[config.mk]
export PLATFORM = sky130hd
export DESIGN_NAME = mmd_decoder
export DESIGN_NICKNAME = d
export VERILOG_FILES = /design/src/mmd_pkg.sv /design/src/mmd_decoder.sv
export SDC_FILE = /design/constraint.sdc
export NUM_CORES = 1
export LEC_CHECK = 0
export BUFFER_PORTS_ARGS = -buffer_cell sky130_fd_sc_hd__buf_2
export CORE_ASPECT_RATIO = 1.2
export CORE_MARGIN = 10
export CORE_UTILIZATION = 55
export CTS_BUF_LIST = sky130_fd_sc_hd__clkbuf_8 sky130_fd_sc_hd__clkbuf_16
export DETAILED_ROUTE_END_ITERATION = 10
export PLACE_DENSITY = 0.92
export REMOVE_ABC_BUFFERS = 1
export SKIP_LAST_GASP = 1
export SYNTH_ARGS = -nofsm -noshare
export SYNTH_HDL_FRONTEND = slang
export SYNTH_SLANG_ARGS = --single-unit
[constraint.sdc]
create_clock -name mclk -period 5.7 [get_ports mclk]
set_input_delay 0.57 -clock mclk [delete_from_list [all_inputs] [get_ports mclk]]
set_output_delay 0.57 -clock mclk [all_outputs]
set_load 0.005 [all_outputs]
[src/mmd_pkg.sv]
// Constants, field layouts and access kinds of the memory map decoder
package mmd_pkg;

    // ************************************************************
    // Address geometry
    // ************************************************************
    localparam int          ADDR_W          = 24;
    localparam int          PAGE_W          = 8;
    localparam int          OFFS_W          = 16;
    localparam int          IO_ADDR_W       = 18;
    localparam int          IO_IMM_W        = 10;
    localparam logic [7:0]  PAGE_RAM        = 8'h00;
    localparam logic [7:0]  PAGE_TOP        = 8'hFF;
    localparam logic [7:0]  PAGE_ROM        = 8'hFF;
    localparam logic [5:0]  BOOT_ROM_TAG    = 6'h3F;
    localparam logic [1:0]  ROM_TAG         = 2'h0;
    localparam int          RAM_BLK_BIT     = 15;
    localparam logic [7:0]  IO_ONCHIP_PAGES = 8'h20;
    localparam logic [7:0]  BOOT_PAGES      = 8'hFE;
    localparam logic [23:0] BOOT_ROM_BASE   = 24'hFFFC00;

    // ************************************************************
    // Bank page boundaries after reset (first page of banks 1..3)
    // ************************************************************
    localparam logic [7:0]  BANK1_START_RST = 8'h40;
    localparam logic [7:0]  BANK2_START_RST = 8'h80;
    localparam logic [7:0]  BANK3_START_RST = 8'hC0;

    // ************************************************************
    // Space configuration word fields and reset values
    // ************************************************************
    localparam int          CFG_W           = 12;
    localparam int          CFG_RDW_LSB     = 0;
    localparam int          CFG_WRW_LSB     = 3;
    localparam int          CFG_MODE_BIT    = 6;
    localparam int          CFG_DIV_LSB     = 7;
    localparam int          CFG_HOLD_BIT    = 9;
    localparam int          CFG_POL_BIT     = 10;
    localparam int          CFG_WIDE_BIT    = 11;
    localparam logic [11:0] CFG_RST         = 12'hFFF;
    localparam int          BANK_CFG_W      = 4;
    localparam logic [3:0]  BANK_CFG_RST    = 4'hF;

    // Space indices for the configuration port
    localparam logic [1:0]  SPACE_EXT       = 2'h0;
    localparam logic [1:0]  SPACE_IO        = 2'h1;
    localparam logic [1:0]  SPACE_BOOT      = 2'h2;

    // Page register indices
    localparam logic [1:0]  PG_DATA0        = 2'h0;
    localparam logic [1:0]  PG_DATA1        = 2'h1;
    localparam logic [1:0]  PG_JUMP         = 2'h2;
    localparam logic [1:0]  PG_IO           = 2'h3;

    // Kind of access presented by the core
    typedef enum logic [2:0] {
        MMD_DAG0,
        MMD_DAG1,
        MMD_SEQ_REL,
        MMD_SEQ_DIRECT,
        MMD_SEQ_INDIRECT,
        MMD_IO,
        MMD_BOOT,
        MMD_FETCH
    } mmd_kind_t;

endpackage : mmd_pkg

[src/mmd_decoder.sv]
// Address generation and memory-space decoder for the unified 24-bit memory map
`timescale 1ns/1ns

module mmd_decoder (
    input  wire logic                  mclk,
    input  wire logic                  resetn,
    input  wire logic                  page_wr,
    input  wire logic [1:0]            page_idx,
    input  wire logic [7:0]            page_val,
    input  wire logic                  bound_wr,
    input  wire logic [1:0]            bound_idx,
    input  wire logic [7:0]            bound_val,
    input  wire logic                  bank_cfg_wr,
    input  wire logic [1:0]            bank_cfg_idx,
    input  wire logic [3:0]            bank_cfg_val,
    input  wire logic                  space_cfg_wr,
    input  wire logic [1:0]            space_cfg_idx,
    input  wire logic [11:0]           space_cfg_val,
    input  wire logic                  rom_protect,
    input  wire logic                  peripheral_boot,
    input  wire logic                  req_valid,
    input  wire mmd_pkg::mmd_kind_t    req_kind,
    input  wire logic [15:0]           req_index,
    input  wire logic [15:0]           req_offset,
    input  wire logic [23:0]           req_imm,
    input  wire logic [9:0]            req_io_imm,
    input  wire logic                  req_emu,
    input  wire logic [7:0]            wr_data_hi,
    input  wire logic                  wr_drive,
    input  wire logic [7:0]            gpio_out,
    input  wire logic [7:0]            gpio_dir,
    input  wire logic [7:0]            mf_pin_i,
    output logic                       acc_valid_reg,
    output logic [23:0]                addr_reg,
    output logic [17:0]                io_addr_reg,
    output logic [23:0]                pc_reg,
    output logic [1:0]                 ram_block_sel_reg,
    output logic                       rom_sel_reg,
    output logic                       boot_rom_sel_reg,
    output logic                       onchip_io_sel_reg,
    output logic                       emu_refused_reg,
    output logic [3:0]                 bank_select_outputs_n_reg,
    output logic                       io_space_select_n_reg,
    output logic                       boot_space_select_n_reg,
    output logic [2:0]                 rd_wait_reg,
    output logic [2:0]                 wr_wait_reg,
    output logic                       wait_mode_reg,
    output logic [1:0]                 clk_div_reg,
    output logic                       hold_ext_reg,
    output logic                       strobe_pol_reg,
    output logic                       bus_wide_reg,
    output logic [7:0]                 mf_pin_o_reg,
    output logic [7:0]                 mf_pin_oe_reg,
    output logic [7:0]                 data_hi_in_reg,
    output logic [7:0]                 gpio_in_reg,
    output logic                       booting_peripheral_reg
);

    // ************************************************************
    // Configuration state
    // ************************************************************
    logic [7:0]  data_page_register [2];
    logic [7:0]  jump_page_register, io_page_register;
    logic [7:0]  bank_start [4];
    logic [3:0]  bank_cfg [4];
    logic [11:0] space_cfg [3];
    logic [7:0]  mf_meta, mf_sync;
    logic        periph_boot_meta, periph_boot_sync;

    // ************************************************************
    // Decode signals
    // ************************************************************
    logic [23:0] addr_next;
    logic [17:0] io_addr_next;
    logic [7:0]  page, io_page;
    logic        is_mem, in_ram, in_boot_rom, in_rom, refuse;
    logic [1:0]  bank_next, space_next;
    logic        ext_hit, io_hit, boot_hit;
    logic [11:0] cfg_sel;

    // Page register writes
    // Data, jump and I/O page registers
    always_ff @(posedge mclk or negedge resetn) begin
        if (!resetn) begin
            data_page_register[0] <= 8'h00;
            data_page_register[1] <= 8'h00;
            jump_page_register    <= 8'h00;
            io_page_register      <= 8'h00;
        end else if (page_wr) begin
            unique case (page_idx)
                mmd_pkg::PG_DATA0: data_page_register[0] <= page_val;
                mmd_pkg::PG_DATA1: data_page_register[1] <= page_val;
                mmd_pkg::PG_JUMP:  jump_page_register    <= page_val;
                mmd_pkg::PG_IO:    io_page_register      <= page_val;
            endcase
        end
    end

    // Bank boundaries; bank 0 always starts right after page 0
    // Reset page ranges
    always_ff @(posedge mclk or negedge resetn) begin
        if (!resetn) begin
            bank_start[0] <= 8'h01;
            bank_start[1] <= mmd_pkg::BANK1_START_RST;
            bank_start[2] <= mmd_pkg::BANK2_START_RST;
            bank_start[3] <= mmd_pkg::BANK3_START_RST;
        end else if (bound_wr && (bound_idx != 2'h0)) begin
            bank_start[bound_idx] <= bound_val;
        end
    end

    // Per-bank wait count [2:0] and completion mode [3]
    // Independent bank waits
    always_ff @(posedge mclk or negedge resetn) begin
        if (!resetn) begin
            bank_cfg <= '{default: mmd_pkg::BANK_CFG_RST};
        end else if (bank_cfg_wr) begin
            bank_cfg[bank_cfg_idx] <= bank_cfg_val;
        end
    end

    // One configuration word per off-chip space; slowest timing at reset
    // Separate space config
    always_ff @(posedge mclk or negedge resetn) begin
        if (!resetn) begin
            space_cfg <= '{default: mmd_pkg::CFG_RST};
        end else if (space_cfg_wr && (space_cfg_idx != 2'h3)) begin
            space_cfg[space_cfg_idx] <= space_cfg_val;
        end
    end

    // ************************************************************
    // Synchronisers for pins
    // ************************************************************
    // Two stages before anything reads the pin levels
    always_ff @(posedge mclk or negedge resetn) begin
        if (!resetn) begin
            mf_meta          <= 8'h00;
            mf_sync          <= 8'h00;
            periph_boot_meta <= 1'b0;
            periph_boot_sync <= 1'b0;
        end else begin
            mf_meta          <= mf_pin_i;
            mf_sync          <= mf_meta;
            periph_boot_meta <= peripheral_boot;
            periph_boot_sync <= periph_boot_meta;
        end
    end

    // ************************************************************
    // Address generation
    // ************************************************************
    // Form the 24-bit or 18-bit address for each access kind
    always_comb begin
        addr_next    = 24'h000000;
        io_addr_next = 18'h00000;
        unique case (req_kind)
            mmd_pkg::MMD_DAG0:         addr_next = {data_page_register[0], req_index};
            mmd_pkg::MMD_DAG1:         addr_next = {data_page_register[1], req_index};
            mmd_pkg::MMD_SEQ_REL:      addr_next = 24'(pc_reg + {{8{req_offset[15]}}, req_offset});
            mmd_pkg::MMD_SEQ_DIRECT:   addr_next = req_imm;
            mmd_pkg::MMD_SEQ_INDIRECT: addr_next = {jump_page_register, req_index};
            mmd_pkg::MMD_IO:           io_addr_next = {io_page_register, req_io_imm};
            mmd_pkg::MMD_BOOT:         addr_next = req_imm;
            mmd_pkg::MMD_FETCH:        addr_next = pc_reg;
        endcase
    end

    // Memory-map decode of the formed address
    // Page is the upper eight bits
    assign page    = addr_next[23:16];
    assign io_page = io_addr_next[17:10];
    assign is_mem  = (req_kind != mmd_pkg::MMD_IO) && (req_kind != mmd_pkg::MMD_BOOT);
    assign in_ram  = is_mem && (page == mmd_pkg::PAGE_RAM);
    // Boot ROM at top of page 255
    assign in_boot_rom = is_mem && (page == mmd_pkg::PAGE_TOP) && (addr_next[15:10] == mmd_pkg::BOOT_ROM_TAG);
    assign in_rom  = is_mem && (page == mmd_pkg::PAGE_ROM) && (addr_next[15:14] == mmd_pkg::ROM_TAG);
    // Emulator kept out of ROM when protected
    assign refuse  = req_emu && rom_protect && (in_rom || in_boot_rom);
    assign ext_hit  = is_mem && (page != mmd_pkg::PAGE_RAM) && (page != mmd_pkg::PAGE_TOP);
    assign io_hit   = (req_kind == mmd_pkg::MMD_IO) && (io_page >= mmd_pkg::IO_ONCHIP_PAGES);
    // Boot space limited to 254 pages
    assign boot_hit = (req_kind == mmd_pkg::MMD_BOOT) && (req_imm[23:16] < mmd_pkg::BOOT_PAGES);

    // Highest bank whose start is not above the page wins, so exactly one matches
    // Boundary compare
    always_comb begin
        bank_next = 2'h0;
        if (page >= bank_start[3]) begin
            bank_next = 2'h3;
        end else if (page >= bank_start[2]) begin
            bank_next = 2'h2;
        end else if (page >= bank_start[1]) begin
            bank_next = 2'h1;
        end
    end

    // Choose which space configuration the access runs under
    assign space_next = (req_kind == mmd_pkg::MMD_IO)   ? mmd_pkg::SPACE_IO   :
                        (req_kind == mmd_pkg::MMD_BOOT) ? mmd_pkg::SPACE_BOOT : mmd_pkg::SPACE_EXT;
    assign cfg_sel = space_cfg[space_next];

    // ************************************************************
    // Program counter
    // ************************************************************
    // Fetch always starts in boot ROM; peripheral boot is carried out from there
    // Reset fetch address
    always_ff @(posedge mclk or negedge resetn) begin
        if (!resetn) begin
            pc_reg <= mmd_pkg::BOOT_ROM_BASE;
        end else if (req_valid) begin
            unique case (req_kind)
                mmd_pkg::MMD_SEQ_REL, mmd_pkg::MMD_SEQ_DIRECT, mmd_pkg::MMD_SEQ_INDIRECT: pc_reg <= addr_next;
                mmd_pkg::MMD_FETCH:        pc_reg <= 24'(pc_reg + 24'h000001);
                default:                   pc_reg <= pc_reg;
            endcase
        end
    end

    // Boot-strap level followed every cycle from the synchroniser, shown to the boot ROM code
    // Peripheral boot flag
    always_ff @(posedge mclk or negedge resetn) begin
        if (!resetn) begin
            booting_peripheral_reg <= 1'b0;
        end else begin
            booting_peripheral_reg <= periph_boot_sync;
        end
    end

    // ************************************************************
    // Registered access outputs
    // ************************************************************
    // Address and on-chip selects, one cycle after the request
    always_ff @(posedge mclk or negedge resetn) begin
        if (!resetn) begin
            acc_valid_reg     <= 1'b0;
            addr_reg          <= 24'h000000;
            io_addr_reg       <= 18'h00000;
            ram_block_sel_reg <= 2'h0;
            rom_sel_reg       <= 1'b0;
            boot_rom_sel_reg  <= 1'b0;
            onchip_io_sel_reg <= 1'b0;
            emu_refused_reg   <= 1'b0;
        end else begin
            acc_valid_reg     <= req_valid;
            addr_reg          <= addr_next;
            io_addr_reg       <= io_addr_next;
            // Block picked by address bit 15
            ram_block_sel_reg <= (req_valid && in_ram) ? (addr_next[mmd_pkg::RAM_BLK_BIT] ? 2'h2 : 2'h1) : 2'h0;
            rom_sel_reg       <= req_valid && in_rom && !refuse;
            boot_rom_sel_reg  <= req_valid && in_boot_rom && !refuse;
            emu_refused_reg   <= req_valid && refuse;
            onchip_io_sel_reg <= req_valid && (req_kind == mmd_pkg::MMD_IO) && !io_hit;
        end
    end

    // Off-chip selects are active low; idle high
    // One-hot bank select
    always_ff @(posedge mclk or negedge resetn) begin
        if (!resetn) begin
            bank_select_outputs_n_reg <= 4'hF;
            io_space_select_n_reg     <= 1'b1;
            boot_space_select_n_reg   <= 1'b1;
        end else begin
            bank_select_outputs_n_reg <= (req_valid && ext_hit) ? ~(4'h1 << bank_next) : 4'hF;
            io_space_select_n_reg     <= !(req_valid && io_hit);
            boot_space_select_n_reg   <= !(req_valid && boot_hit);
        end
    end

    // Timing for the access; a bank's own wait and mode override the space word
    // Bank wait applied
    always_ff @(posedge mclk or negedge resetn) begin
        if (!resetn) begin
            rd_wait_reg    <= 3'h7;
            wr_wait_reg    <= 3'h7;
            wait_mode_reg  <= 1'b1;
            clk_div_reg    <= 2'h3;
            hold_ext_reg   <= 1'b1;
            strobe_pol_reg <= 1'b1;
            bus_wide_reg   <= 1'b1;
        end else if (req_valid) begin
            if (ext_hit) begin
                rd_wait_reg   <= bank_cfg[bank_next][2:0];
                wr_wait_reg   <= bank_cfg[bank_next][2:0];
                wait_mode_reg <= bank_cfg[bank_next][3];
            end else begin
                rd_wait_reg   <= cfg_sel[mmd_pkg::CFG_RDW_LSB +: 3];
                wr_wait_reg   <= cfg_sel[mmd_pkg::CFG_WRW_LSB +: 3];
                wait_mode_reg <= cfg_sel[mmd_pkg::CFG_MODE_BIT];
            end
            clk_div_reg    <= cfg_sel[mmd_pkg::CFG_DIV_LSB +: 2];
            hold_ext_reg   <= cfg_sel[mmd_pkg::CFG_HOLD_BIT];
            strobe_pol_reg <= cfg_sel[mmd_pkg::CFG_POL_BIT];
            // 8 or 16 bit per space
            bus_wide_reg   <= cfg_sel[mmd_pkg::CFG_WIDE_BIT];
        end
    end

    // ************************************************************
    // Multifunction pins
    // ************************************************************
    // Width of the external space decides the pin role, so the role
    // does not flip between accesses to differently configured spaces
    // Upper byte or GPIO
    always_ff @(posedge mclk or negedge resetn) begin
        if (!resetn) begin
            mf_pin_o_reg   <= 8'h00;
            mf_pin_oe_reg  <= 8'h00;
            data_hi_in_reg <= 8'h00;
            gpio_in_reg    <= 8'h00;
        end else if (space_cfg[mmd_pkg::SPACE_EXT][mmd_pkg::CFG_WIDE_BIT]) begin
            mf_pin_o_reg   <= wr_data_hi;
            mf_pin_oe_reg  <= wr_drive ? 8'hFF : 8'h00;
            data_hi_in_reg <= mf_sync;
            gpio_in_reg    <= 8'h00;
        end else begin
            mf_pin_o_reg   <= gpio_out;
            mf_pin_oe_reg  <= gpio_dir;
            data_hi_in_reg <= 8'h00;
            gpio_in_reg    <= mf_sync;
        end
    end

endmodule : mmd_decoder

==> results.md <==
- Reg2Reg Launch Point: pc_reg[0]
- Top_reg_cell synth: dfrtp_1
- Number of synthesized flops with an enable pin: 0
- Cell count after synthesis: 1158
- CTS max path bufs: 3
- CTS tree: yes
- Post-synthesis sequential element count: 250
- RR Endpoint: wr_wait_reg[0]
- Fin Setup TNS: 0 ns
- Measured slew at the worst slew-check pin: 1.19 ns
- Max VDD drop: 0.250 mV
- Post-Synthesis Cell Area: 12900 um2
- Rel. slew slack: 0.202
- Row Count: 61
- Vias post-DR: 10600
- Fin. Hold Viols: 0
- Largest net degree at the start of global routing: 133
- Tcrit/Tclk final: 0.876
- Total track usage: 0.251
- Worst hold endpoint: mf_meta[6]
- Fmax: 200 MHz
- CTS HTree Levels: 1
- Post-synth top cells: dfrtp_1, mux2_2, dfstp_2
- Dominant cell type by area after synthesis: dfrtp_1
- Reg power frac: 0.412
- IO Count: 276
- Worst reg2reg path depth: 18
- Top-count cell post-synth: dfrtp_1
- Unrepaired setup endpoints after global routing: no
- Clock share of power: 0.307
- Post-CTS Hold Fix Bufs: 0
- Hold Path Class: in2reg
- Final #Nets: 1626
- CTS Buf Count: 25
- Crit path DAT: 5.46 ns
- RePlAce Congestion: 0.974
- Via-to-Cell Ratio: 6.04
- Post-CTS Setup Bufs: 0
- Internal: 4.05 mW
- Hold Slack: 0.138 ns
- Die area: 29900 um2
- Post-DP HPWL: 29.0 mm
- Layout area overhead: 20.6%
- Hold depth: 1
- Setup crit end kind: flip-flop
- 1st-iter DRT viols: 834
- R2r setup slk: 0.71 ns
- First-pass GRT wire length: 61.4 mm
- Area contributors post-synth: dfrtp_1, dfstp_2, mux2_2, ha_1, o21ai_0
- Post-synth top area share: 0.315
- Min cycle time layout: 4.99 ns
- Crit Path Category: reg2reg
- Worst-path maximum fanout: 6
- Core area: 23100 um2
- Max-slew violations: 0
- Layout cells sized above 1: 0.405
- Vias in the first global route: 11300
- Global route overflow: 0
- Drt drc: 0
- Final WL: 39.2 mm
- Initial antenna violation count: 4
- Starting density of the core: 0.556
- Routed len/inst: 22.2 um
- Clk slew on worst S/H paths: 0.06 ns
- Die Span X: 160 um
- Total power: 5.92 mW
- P_leak: 7.16 nW
- Post-cts sizing count: 0
- CTS Sinks: 250
- Flip-flop count of the largest register after layout: 36
- Combinational fraction of design power: 0.281
- CP required: 6.16 ns
- Clk root buf: clkbuf_16
- Worst-Skew Late Latency: 0.54 ns
- Post-synth cell types: 80
- Avg Cell Area, Syn: 11.1 um2
- Sw power: 1.87 mW
- FFs w/ async S/R, synth: 1.00
- Register area share after synthesis: 0.495
- Routed Antenna Nets: 0
- Skew final: 0.0147 ns
- Hold Path Origin: mf_pin_i[6]
- Type of origin of the critical path: flip-flop
- Port Buffers: 275
- Total of max-cap violations: 0
- Yosys warning count: 0
- Die Y: 187 um
- PwrDens: 382 nW/um2
- Largest Register: space_cfg
- Status: finished clean
- Drt pass-1 iters: 6
- Endpoints failing setup: 0
- Sw frac: 0.315
-- routing by layer --
metal  share of wire  global-route usage  wire length (um)
met5               0                   0                 0
met4           0.044               0.120              1740
met3           0.069              0.0425              2690
met2            0.51               0.446             20100
met1            0.37               0.285             14600
-- cells in the final DEF (no fill, tap or decap), types with 4 or more instances in the layout --
master     instances
o21a_1             7
buf_4             20
or2_2              6
nand2b_1           8
nor2_1            50
xnor2_1           11
mux2i_1           27
o21ai_0           78
inv_1             56
and4_1             5
and3_1            30
a221o_1           19
or3_1              7
xor2_1             8
a21o_1             8
nand3_1           15
dfrtp_1          162
o2111ai_1          4
a31oi_1            5
clkbuf_8           5
ha_1              48
o22ai_1           14
nor2b_1           18
buf_2            274
and2_1            15
mux2_2           138
nand3b_1          11
nand2_1           70
a221oi_1          25
clkbuf_16         26
a21oi_1           68
bufinv_16          5
diode_2            4
dfstp_2           88
nor3_1            15
o211ai_1           5
nor3b_1            6
nor4_1             5
nand4_1           13
-- final cells by class --
type	count	area [um2]
inverters	49	184
fillers	1730	7630
diodes	4	10.0
multi-input cells	804	6080
clock inverters	15	209
well taps	315	394
repair buffers	295	1540
clock buffers	31	719
flip-flops and latches	250	6370
-- power groups by stage --
stage                     Clock (mW)  Combinational, mW  Sequential (mW)
after global routing            1.91               1.83             2.47
after CTS                       1.84               1.66             2.43
after global placement             0               1.59             2.43
after floorplan                    0               1.02             2.38
after detailed placement           0               1.64             2.45
final                           1.81               1.67             2.44
-- worst max-delay path, cell delays in order, from the launching register on --
cell       delay, ns
dfrtp_1         0.41
ha_1            0.24
inv_1           0.07
fa_1            0.40
nor2b_1         0.17
o2111ai_1       0.25
a211o_1         0.40
a211o_1         0.26
a221o_1         0.38
o21ai_0         0.19
buf_4           0.17
ha_1            0.24
nand4_1         0.07
o211ai_1        0.11
a21oi_1         0.64
mux2i_1         0.28
and2_1          0.16
o22ai_1         0.10
a221o_1         0.36
-- per-stage QoR --
stage | instance area, um2 | worst slack (ns) | std cells | utilization
CTS | 15500 | 0.740 | 1759 | 0.670
finish | 15500 | 0.706 | 1763 | 0.670
floorplan | 12600 | 0.893 | 1103 | -
global route | 15500 | 0.424 | 1763 | 0.670
global placement | 14600 | 0.762 | 1713 | 0.630
detailed placement | 14600 | 0.593 | 1713 | 0.630
-- worst max-delay path by stage --
stage / start / endpoint / slack [ns] / cells after the start
after floorplan: req_offset[0] / wr_wait_reg[0] / 0.89 / 15
after global placement: req_offset[0] / wr_wait_reg[2] / 0.76 / 20
after detailed placement: req_offset[0] / wr_wait_reg[0] / 0.59 / 20
after CTS: pc_reg[0] / wr_wait_reg[0] / 0.74 / 19
after global routing: pc_reg[12] / wr_wait_reg[0] / 0.42 / 17
final: pc_reg[0] / wr_wait_reg[0] / 0.71 / 18
-- cells by family (layout without fill, tap and decap cells) --
logic type	count (synthesis)	count (layout)	synth area share
xor gates and xnor gates	20	20	0.0142
other	0	4	0
adders and majority gates	49	49	0.0483
muxes	168	168	0.145
DFF	250	250	0.495
and+or+nand+nor	289	289	0.119
AOI/OAI and AO/OA	278	278	0.145
buffers and inverters	104	390	0.0334
Note: power is estimated with default switching activity, not from simulation.
